[config.mk]
export PLATFORM = sky130hd
export DESIGN_NAME = zcd_logic
export DESIGN_NICKNAME = d
export VERILOG_FILES = /design/src/hw/zcd_pkg.sv /design/src/hw/zcd_edge_detect.sv /design/src/hw/zcd_logic.sv
export SDC_FILE = /design/constraint.sdc
export NUM_CORES = 1
export LEC_CHECK = 0
export BUFFER_PORTS_ARGS = -buffer_cell sky130_fd_sc_hd__buf_2
export CAP_MARGIN = 20
export CORE_MARGIN = 10
export CORE_UTILIZATION = 42
export CTS_CLUSTER_DIAMETER = 30
export DETAILED_ROUTE_END_ITERATION = 10
export GPL_TIMING_DRIVEN = 0
export PLACE_DENSITY = 0.85
export SLEW_MARGIN = 10
export SYNTH_ARGS = -nofsm -noshare
export SYNTH_HDL_FRONTEND = slang
export SYNTH_HIERARCHICAL = 1
export SYNTH_SLANG_ARGS = --single-unit
[constraint.sdc]
create_clock -name ref_clk -period 1 [get_ports ref_clk]
set_input_delay 0.2 -clock ref_clk [delete_from_list [all_inputs] [get_ports ref_clk]]
set_output_delay 0.2 -clock ref_clk [all_outputs]
set_load 0.1 [all_outputs]
[src/hw/zcd_pkg.sv]
// Package with register map, field positions, reset values and bus types for the zero-cross logic
package zcd_pkg;

	// Printed offset is not a multiple of four, so it is an index; byte address is four times it
	localparam logic [15:0] ZCD_CONTROL_INDEX   = 16'h021f;
	localparam logic [15:0] ZCD_IRQ_STATUS_INDEX = 16'h0220;
	localparam logic [15:0] ZCD_IRQ_CLEAR_INDEX  = 16'h0221;
	localparam logic [15:0] ZCD_IRQ_ENABLE_INDEX = 16'h0222;
	localparam logic [15:0] ZCD_MODULE_CTRL_INDEX = 16'h0223;
	localparam int          ZCD_ADDR_W          = 18;

	localparam logic [ZCD_ADDR_W-1:0] ZCD_CONTROL_ADDR     = {ZCD_CONTROL_INDEX, 2'b00};
	localparam logic [ZCD_ADDR_W-1:0] ZCD_IRQ_STATUS_ADDR  = {ZCD_IRQ_STATUS_INDEX, 2'b00};
	localparam logic [ZCD_ADDR_W-1:0] ZCD_IRQ_CLEAR_ADDR   = {ZCD_IRQ_CLEAR_INDEX, 2'b00};
	localparam logic [ZCD_ADDR_W-1:0] ZCD_IRQ_ENABLE_ADDR  = {ZCD_IRQ_ENABLE_INDEX, 2'b00};
	localparam logic [ZCD_ADDR_W-1:0] ZCD_MODULE_CTRL_ADDR = {ZCD_MODULE_CTRL_INDEX, 2'b00};

	// Control register bit positions
	localparam int ZCD_SW_ENABLE_BIT    = 7;
	localparam int ZCD_OUTPUT_BIT       = 5;
	localparam int ZCD_INVERT_BIT       = 4;
	localparam int ZCD_RISE_EN_BIT      = 1;
	localparam int ZCD_FALL_EN_BIT      = 0;
	// Status, clear and enable layout
	localparam int ZCD_CROSSING_BIT     = 0;
	// Module control layout
	localparam int ZCD_MODULE_DIS_BIT   = 0;

	localparam logic       ZCD_CTRL_RESET   = 1'b0;
	localparam logic       ZCD_IRQ_RESET    = 1'b0;
	localparam logic [1:0] ZCD_SYNC_RESET   = 2'b00;

	typedef struct packed {
		logic [ZCD_ADDR_W-1:0] address;
		logic                  read;
		logic                  write;
		logic [31:0]           writedata;
	} zcd_av_req_s;

	typedef struct packed {
		logic [31:0] readdata;
		logic        waitrequest;
	} zcd_av_rsp_s;

	typedef struct packed {
		logic swEnable;
		logic invertSelect;
		logic riseIrqEnable;
		logic fallIrqEnable;
	} zcd_ctrl_s;

	typedef enum logic {
		ZCD_BUS_IDLE,
		ZCD_BUS_ACK
	} zcd_bus_state_e;

endpackage
[src/hw/zcd_edge_detect.sv]
// Synchroniser, polarity inversion and edge detection for the analog sink indication
`timescale 1ns/1ps
module zcd_edge_detect
	import zcd_pkg::*;
(
	input  wire logic ref_clk,
	input  wire logic rstSyncN,
	input  wire logic sinkActive,
	input  wire logic invertSelect,
	output logic      logicOut,
	output logic      risePulse,
	output logic      fallPulse
);

	logic [1:0] syncChain;
	logic       prevOut;
	logic       next_logicOut;

	always_ff @(posedge ref_clk or negedge rstSyncN) begin
		if (!rstSyncN) begin
			syncChain <= ZCD_SYNC_RESET;
		end else begin
			syncChain <= {syncChain[0], sinkActive};
		end
	end

	// Sink gives 1 before inversion; inverted it reads 1 while sourcing
	assign next_logicOut = syncChain[1] ^ invertSelect;

	always_ff @(posedge ref_clk or negedge rstSyncN) begin
		if (!rstSyncN) begin
			logicOut <= 1'b0;
			prevOut  <= 1'b0;
		end else begin
			logicOut <= next_logicOut;
			prevOut  <= logicOut;
		end
	end

	// Edges seen after inversion, so a polarity flip alone makes an edge
	assign risePulse = logicOut & ~prevOut;
	assign fallPulse = ~logicOut & prevOut;

endmodule // zcd_edge_detect

[src/hw/zcd_logic.sv]
// Zero-cross detector digital side: control register, edge flagging, interrupt, Avalon-MM slave
//
// Local design decision: the Avalon-MM interface to the registers.
`timescale 1ns/1ps
module zcd_logic
	import zcd_pkg::*;
(
	input  wire logic                  ref_clk,
	input  wire logic                  rst_n,
	input  wire logic [ZCD_ADDR_W-1:0] avs_address,
	input  wire logic                  avs_read,
	input  wire logic                  avs_write,
	input  wire logic [31:0]           avs_writedata,
	output logic      [31:0]           avs_readdata,
	output logic                       avs_waitrequest,
	input  wire logic                  sinkActive,
	input  wire logic                  configFuse,
	input  wire logic                  sleepMode,
	output logic                       detectorEnable,
	output logic                       pinForceAnalog,
	output logic                       zeroCrossOut,
	output logic                       crossingIrq
);

	zcd_av_req_s    busReq;
	zcd_av_rsp_s    busRsp;
	zcd_ctrl_s      ctrl;
	zcd_bus_state_e busState;
	logic [1:0]     rstSync;
	logic           rstSyncN;
	logic           moduleDisable;
	logic           crossingFlag;
	logic           crossingIrqEnable;
	logic           logicOut;
	logic           risePulse;
	logic           fallPulse;
	logic           edgeEvent;
	logic           wrStrobe;
	logic           clearHit;
	logic           next_detectorEnable;
	logic [31:0]    next_readdata;
	logic           ctrlSel;
	logic           statusSel;
	logic           clearSel;
	logic           enableSel;
	logic           moduleSel;

	assign busReq = '{address: avs_address, read: avs_read, write: avs_write, writedata: avs_writedata};

	always_ff @(posedge ref_clk or negedge rst_n) begin
		if (!rst_n) begin
			rstSync <= ZCD_SYNC_RESET;
		end else begin
			rstSync <= {rstSync[0], 1'b1};
		end
	end
	assign rstSyncN = rstSync[1];

	zcd_edge_detect u_edge (
		.ref_clk      (ref_clk),
		.rstSyncN     (rstSyncN),
		.sinkActive   (sinkActive),
		.invertSelect (ctrl.invertSelect),
		.logicOut     (logicOut),
		.risePulse    (risePulse),
		.fallPulse    (fallPulse)
	);

	// Each access answers one cycle after it is seen, then idles one cycle
	always_ff @(posedge ref_clk or negedge rstSyncN) begin
		if (!rstSyncN) begin
			busState <= ZCD_BUS_IDLE;
		end else begin
			case (busState)
				ZCD_BUS_IDLE: begin
					if (busReq.read || busReq.write) begin
						busState <= ZCD_BUS_ACK;
					end
				end
				ZCD_BUS_ACK: begin
					busState <= ZCD_BUS_IDLE;
				end
				default: begin
					busState <= ZCD_BUS_IDLE;
				end
			endcase
		end
	end

	// One select per register; an unmapped address selects nothing, so writes there are dropped
	always_comb begin
		ctrlSel   = 1'b0;
		statusSel = 1'b0;
		clearSel  = 1'b0;
		enableSel = 1'b0;
		moduleSel = 1'b0;
		if (busReq.address == ZCD_CONTROL_ADDR) begin
			ctrlSel = 1'b1;
		end else if (busReq.address == ZCD_IRQ_STATUS_ADDR) begin
			statusSel = 1'b1;
		end else if (busReq.address == ZCD_IRQ_CLEAR_ADDR) begin
			clearSel = 1'b1;
		end else if (busReq.address == ZCD_IRQ_ENABLE_ADDR) begin
			enableSel = 1'b1;
		end else if (busReq.address == ZCD_MODULE_CTRL_ADDR) begin
			moduleSel = 1'b1;
		end
	end

	assign wrStrobe = busReq.write && (busState == ZCD_BUS_ACK);
	assign clearHit = wrStrobe && clearSel && busReq.writedata[ZCD_CROSSING_BIT];

	always_ff @(posedge ref_clk or negedge rstSyncN) begin
		if (!rstSyncN) begin
			ctrl <= '{swEnable: ZCD_CTRL_RESET, invertSelect: ZCD_CTRL_RESET,
				riseIrqEnable: ZCD_CTRL_RESET, fallIrqEnable: ZCD_CTRL_RESET};
		end else if (wrStrobe && ctrlSel) begin
			ctrl.swEnable      <= busReq.writedata[ZCD_SW_ENABLE_BIT];
			ctrl.invertSelect  <= busReq.writedata[ZCD_INVERT_BIT];
			ctrl.riseIrqEnable <= busReq.writedata[ZCD_RISE_EN_BIT];
			ctrl.fallIrqEnable <= busReq.writedata[ZCD_FALL_EN_BIT];
		end
	end

	always_ff @(posedge ref_clk or negedge rstSyncN) begin
		if (!rstSyncN) begin
			moduleDisable <= ZCD_CTRL_RESET;
		end else if (wrStrobe && moduleSel) begin
			moduleDisable <= busReq.writedata[ZCD_MODULE_DIS_BIT];
		end
	end

	always_ff @(posedge ref_clk or negedge rstSyncN) begin
		if (!rstSyncN) begin
			crossingIrqEnable <= ZCD_IRQ_RESET;
		end else if (wrStrobe && enableSel) begin
			crossingIrqEnable <= busReq.writedata[ZCD_CROSSING_BIT];
		end
	end

	// Edges flag regardless of sw_enable or sleep, so a polarity write still interrupts
	assign edgeEvent = (risePulse && ctrl.riseIrqEnable)
		|| (fallPulse && ctrl.fallIrqEnable);

	always_ff @(posedge ref_clk or negedge rstSyncN) begin
		if (!rstSyncN) begin
			crossingFlag <= ZCD_IRQ_RESET;
		end else if (edgeEvent) begin
			crossingFlag <= 1'b1;
		end else if (clearHit) begin
			crossingFlag <= 1'b0;
		end
	end

	// Fuse low keeps the detector on; otherwise software enable and disable bit decide
	assign next_detectorEnable = !configFuse
		|| (ctrl.swEnable && !moduleDisable);

	always_comb begin
		next_readdata = 32'h0000_0000;
		if (ctrlSel) begin
			next_readdata[ZCD_SW_ENABLE_BIT] = ctrl.swEnable;
			next_readdata[ZCD_OUTPUT_BIT]    = logicOut;
			next_readdata[ZCD_INVERT_BIT]    = ctrl.invertSelect;
			next_readdata[ZCD_RISE_EN_BIT]   = ctrl.riseIrqEnable;
			next_readdata[ZCD_FALL_EN_BIT]   = ctrl.fallIrqEnable;
		end else if (statusSel) begin
			next_readdata[ZCD_CROSSING_BIT] = crossingFlag;
		end else if (enableSel) begin
			next_readdata[ZCD_CROSSING_BIT] = crossingIrqEnable;
		end else if (moduleSel) begin
			next_readdata[ZCD_MODULE_DIS_BIT] = moduleDisable;
		end
	end

	// Read data is captured while waitrequest is still high, so it stands at the acknowledge edge
	always_ff @(posedge ref_clk or negedge rstSyncN) begin
		if (!rstSyncN) begin
			busRsp <= '{readdata: 32'h0000_0000, waitrequest: 1'b1};
		end else begin
			busRsp.waitrequest <= !((busReq.read || busReq.write) && busState == ZCD_BUS_IDLE);
			if (busReq.read && busState == ZCD_BUS_IDLE) begin
				busRsp.readdata <= next_readdata;
			end
		end
	end

	always_ff @(posedge ref_clk or negedge rstSyncN) begin
		if (!rstSyncN) begin
			detectorEnable <= 1'b0;
		end else begin
			detectorEnable <= next_detectorEnable;
		end
	end

	always_ff @(posedge ref_clk or negedge rstSyncN) begin
		if (!rstSyncN) begin
			pinForceAnalog <= 1'b0;
		end else begin
			pinForceAnalog <= next_detectorEnable;
		end
	end

	always_ff @(posedge ref_clk or negedge rstSyncN) begin
		if (!rstSyncN) begin
			zeroCrossOut <= 1'b0;
		end else begin
			zeroCrossOut <= logicOut;
		end
	end

	always_ff @(posedge ref_clk or negedge rstSyncN) begin
		if (!rstSyncN) begin
			crossingIrq <= 1'b0;
		end else begin
			crossingIrq <= crossingFlag && crossingIrqEnable;
		end
	end

	assign avs_readdata    = busRsp.readdata;
	assign avs_waitrequest = busRsp.waitrequest;

	// Sleep input is accepted but deliberately not used: nothing here stops in sleep
	logic unusedSleep;
	assign unusedSleep = sleepMode;

endmodule // zcd_logic

==> results.yml <==
clocking:
  clkSinkCount: 23
  clk_latency_ns: 0.32
  htreeDepth: 1
  root_buffer: "clkbuf_4"
  clkTransAtPathRegs_ns: 0.13
  cts_buffer_depth: 2
  numCtsBuffers: 3
  cts_tree: "built"
synth:
  synth-simple-area-share_pct: 15.2
  syn_inst: 98
  syn-mean-instance-area_um2: 12.0
  ys_ff_latch: 23
  synth_compound_area_share_pct: 6.41
  synth_adder_area_share_pct: 0
  synthMuxAreaShare_pct: 7.91
  yosysSeqAreaShare_pct: 49.3
  syn_area_um2: 1170
  synth_top_family_by_area: "buffers and inverters"
  yosysUniqueCellTypes: 34
  yosys_warnings: 6
  synth_xor_area_share_pct: 0.748
grt:
  gr-total-overflow: 0
  grt_pass1_vias: 1013
  grt_pass1_wl_um: 4990
  grt_antenna_before_repair: 1
  grt_usage_pct: 11.9
  grt_max_degree: 22
floorplanning:
  fp-row-count: 19
  core_um2: 2710
  ios: 94
  die_h_um: 72.8
  dieArea_um2: 5300
  die_x_um: 72.8
  initial_core_util_pct: 43.2
sta:
  finClkSkew_ns: 0.00889
  whs_ns: 0.0722
  rsz0062_at_grt: "true"
  postLayoutSetupSlackWorst_ns: -0.343
  setup_viol: 24
  final_hold_viol_count: 0
  drv_slew: 0
  fmax_mhz: 745
  min_period_over_period_pct: 134
  period_needed_ns: 1.34
  setup_tns_ns: -5.42
cells_and_area:
  area_growth_pct: 62.6
  final_cell_mix: "34 x buf_4, 28 x conb_1, 27 x buf_2, 13 x dfrtp_1"
  final_nets: 236
  drive_gt1_share_pct: 62.9
  regArea_um2: 594
  final_common_cell: "buf_4"
  fillers: 186
  multi_input_area_um2: 566
critical_path:
  crit_chain: "nand3_4, or2_1, buf_6, mux2_4"
  cp_slowest_cell: "dfrtp_1"
  crit_fanout: 4
  reg2regPathDepth: 4
  worstPathRequired_ns: 1.21
  max_stage_delay_ns: 0.43
  start_kind: "flip-flop"
  crit_type: "reg -> reg"
  critPathArrivalTime_ns: 1.55
  r2r_slack_ns: -0.34
  cp-end-kind: "flip-flop"
routing:
  drc_errors: 0
  wire_per_inst_um: 15.4
  routed_wl_um: 3220
  drtIter0Drc: 16
  final_antenna_net_count: 0
  vias_per_cell: 4.42
  routed-via-count: 929
  drt_first_pass_iters: 4
placed_design:
  place_hpwl_um: 2340
  io_buffers: 37
  gp_congestion: 0.813
outcome:
  violations: "setup timing"
  status: "finished, violations left"
power:
  power_leakage_nw: 0.979
  vdd_ir_drop_max_uv: 1080
  p_per_area_nw_per_um2: 1190
worst_hold_path:
  hold_class: "in -> reg"
  whs_path_depth: 2
job:
  drv_cap: 0
## worst max-delay path, delay by kind of cell (launching register included)
| family | cells | cell delay, ns |
|---|---|---|
| buffers and inverters | 1 | 0.13 |
| DFF | 1 | 0.43 |
| muxes | 1 | 0.29 |
| and+or+nand+nor | 2 | 0.38 |
## area by class of cell
| class | count | share of cell area [%] |
|---|---|---|
| Sequential cell | 23 | 31.2 |
| Multi-Input combinational cell | 69 | 29.7 |
| Timing Repair Buffer | 50 | 23.1 |
| Buffer | 29 | 11.8 |
| Tap cell | 31 | 2.04 |
| Clock buffer | 3 | 1.18 |
| Inverter | 3 | 0.591 |
| Clock inverter | 1 | 0.263 |
| Antenna cell | 1 | 0.131 |
## synth_stat cells
cell / number / area [um^2]
buf_6: 1 / 11.3
nand3b_1: 1 / 7.51
xor2_1: 1 / 8.76
nor4b_1: 1 / 8.76
a22oi_1: 1 / 7.51
dfrtp_1: 22 / 551
nor4_1: 1 / 6.26
nor2b_1: 1 / 6.26
o21ai_0: 1 / 5.00
mux2_2: 2 / 22.5
a2bb2oi_1: 1 / 8.76
or2_1: 1 / 6.26
mux2_4: 4 / 60.1
nor2_1: 2 / 7.51
nand4_1: 1 / 6.26
nor4b_4: 1 / 23.8
and4b_1: 1 / 10.0
and2_1: 2 / 12.5
nand3_2: 1 / 10.0
o41ai_1: 1 / 8.76
a22o_1: 4 / 35.0
nand3_1: 1 / 5.00
dfstp_2: 1 / 26.3
and2b_2: 1 / 8.76
nand2_1: 3 / 11.3
mux2i_1: 1 / 10.0
nor4_2: 2 / 25.0
nand2b_1: 1 / 6.26
inv_1: 3 / 11.3
nor3_1: 2 / 10.0
buf_4: 28 / 210
or2_2: 1 / 6.26
a221o_1: 1 / 10.0
conb_1: 2 / 7.51
## metal layers
| metal | GRT usage [%] | routed length [um] |
|---|---|---|
| met4 | 3.59 | 76 |
| met5 | 0 | 0 |
| met1 | 10.5 | 1000 |
| met2 | 22.9 | 1840 |
| met3 | 5.44 | 300 |
## kinds of logic after synthesis
group | Yosys count
buffers and inverters | 32
AND/OR/NAND/NOR | 24
flip-flops | 23
AO/OA/AOI/OAI | 9
multiplexers | 7
other | 2
XOR/XNOR | 1
## power breakdown
| group | internal [W] | total (W) | switching (W) |
|---|---|---|---|
| combinational | 0.000213 | 0.000839 | 0.000626 |
| clock | 0.000150 | 0.000437 | 0.000287 |
| sequential | 0.000963 | 0.000999 | 0.0000360 |
| total | 0.00133 | 0.00228 | 0.000950 |
## what timing repair did
item / 4_1_cts / 5_1_grt
pin swaps: 7 / 4
buffers inserted: 8 / 3
endpoints found under the hold margin: 3 / 0
resized for setup: 48 / 11
hold buffers: 2 / 0
endpoints found under the setup margin: 22 / 37
## flip-flops by register name, indices dropped and copies added (netlist names)
signal	flops
moduleDisable	1
u_edge/logicOut	1
u_edge/prevOut	1
rstSync	2
crossingIrqEnable	1
pinForceAnalog	1
u_edge/syncChain	2
zeroCrossOut	1
avs_readdata	5
busState	1
avs_waitrequest	1
crossingIrq	1
ctrl	4
crossingFlag	1
## final timing paths
check,start,end
worst max-delay path,busState,ctrl[1]
max in group asynchronous,rstSync[1],avs_readdata[0]
worst min-delay path,configFuse,pinForceAnalog
worst min register to register,rstSync[1],u_edge/prevOut
min in group asynchronous,rst_n,rstSync[1]
worst max register to register,busState,ctrl[1]
## through the flow
stage / cell area [um^2] / cells / util, % / power [W] / worst slack (ns)
final: 1900 / 210 / 70.3 / 0.00228 / -0.343
after global routing: 1900 / 210 / 70.3 / 0.00235 / -0.381
after CTS: 1830 / 206 / 67.5 / 0.00225 / -0.335
after detailed placement: 1530 / 192 / 56.3 / 0.00175 / -0.571
after global placement: 1530 / 192 / 56.3 / 0.00174 / -0.538
after floorplan: 1300 / 124 / - / 0.00165 / -0.365
(Power assumes the default switching activity.)
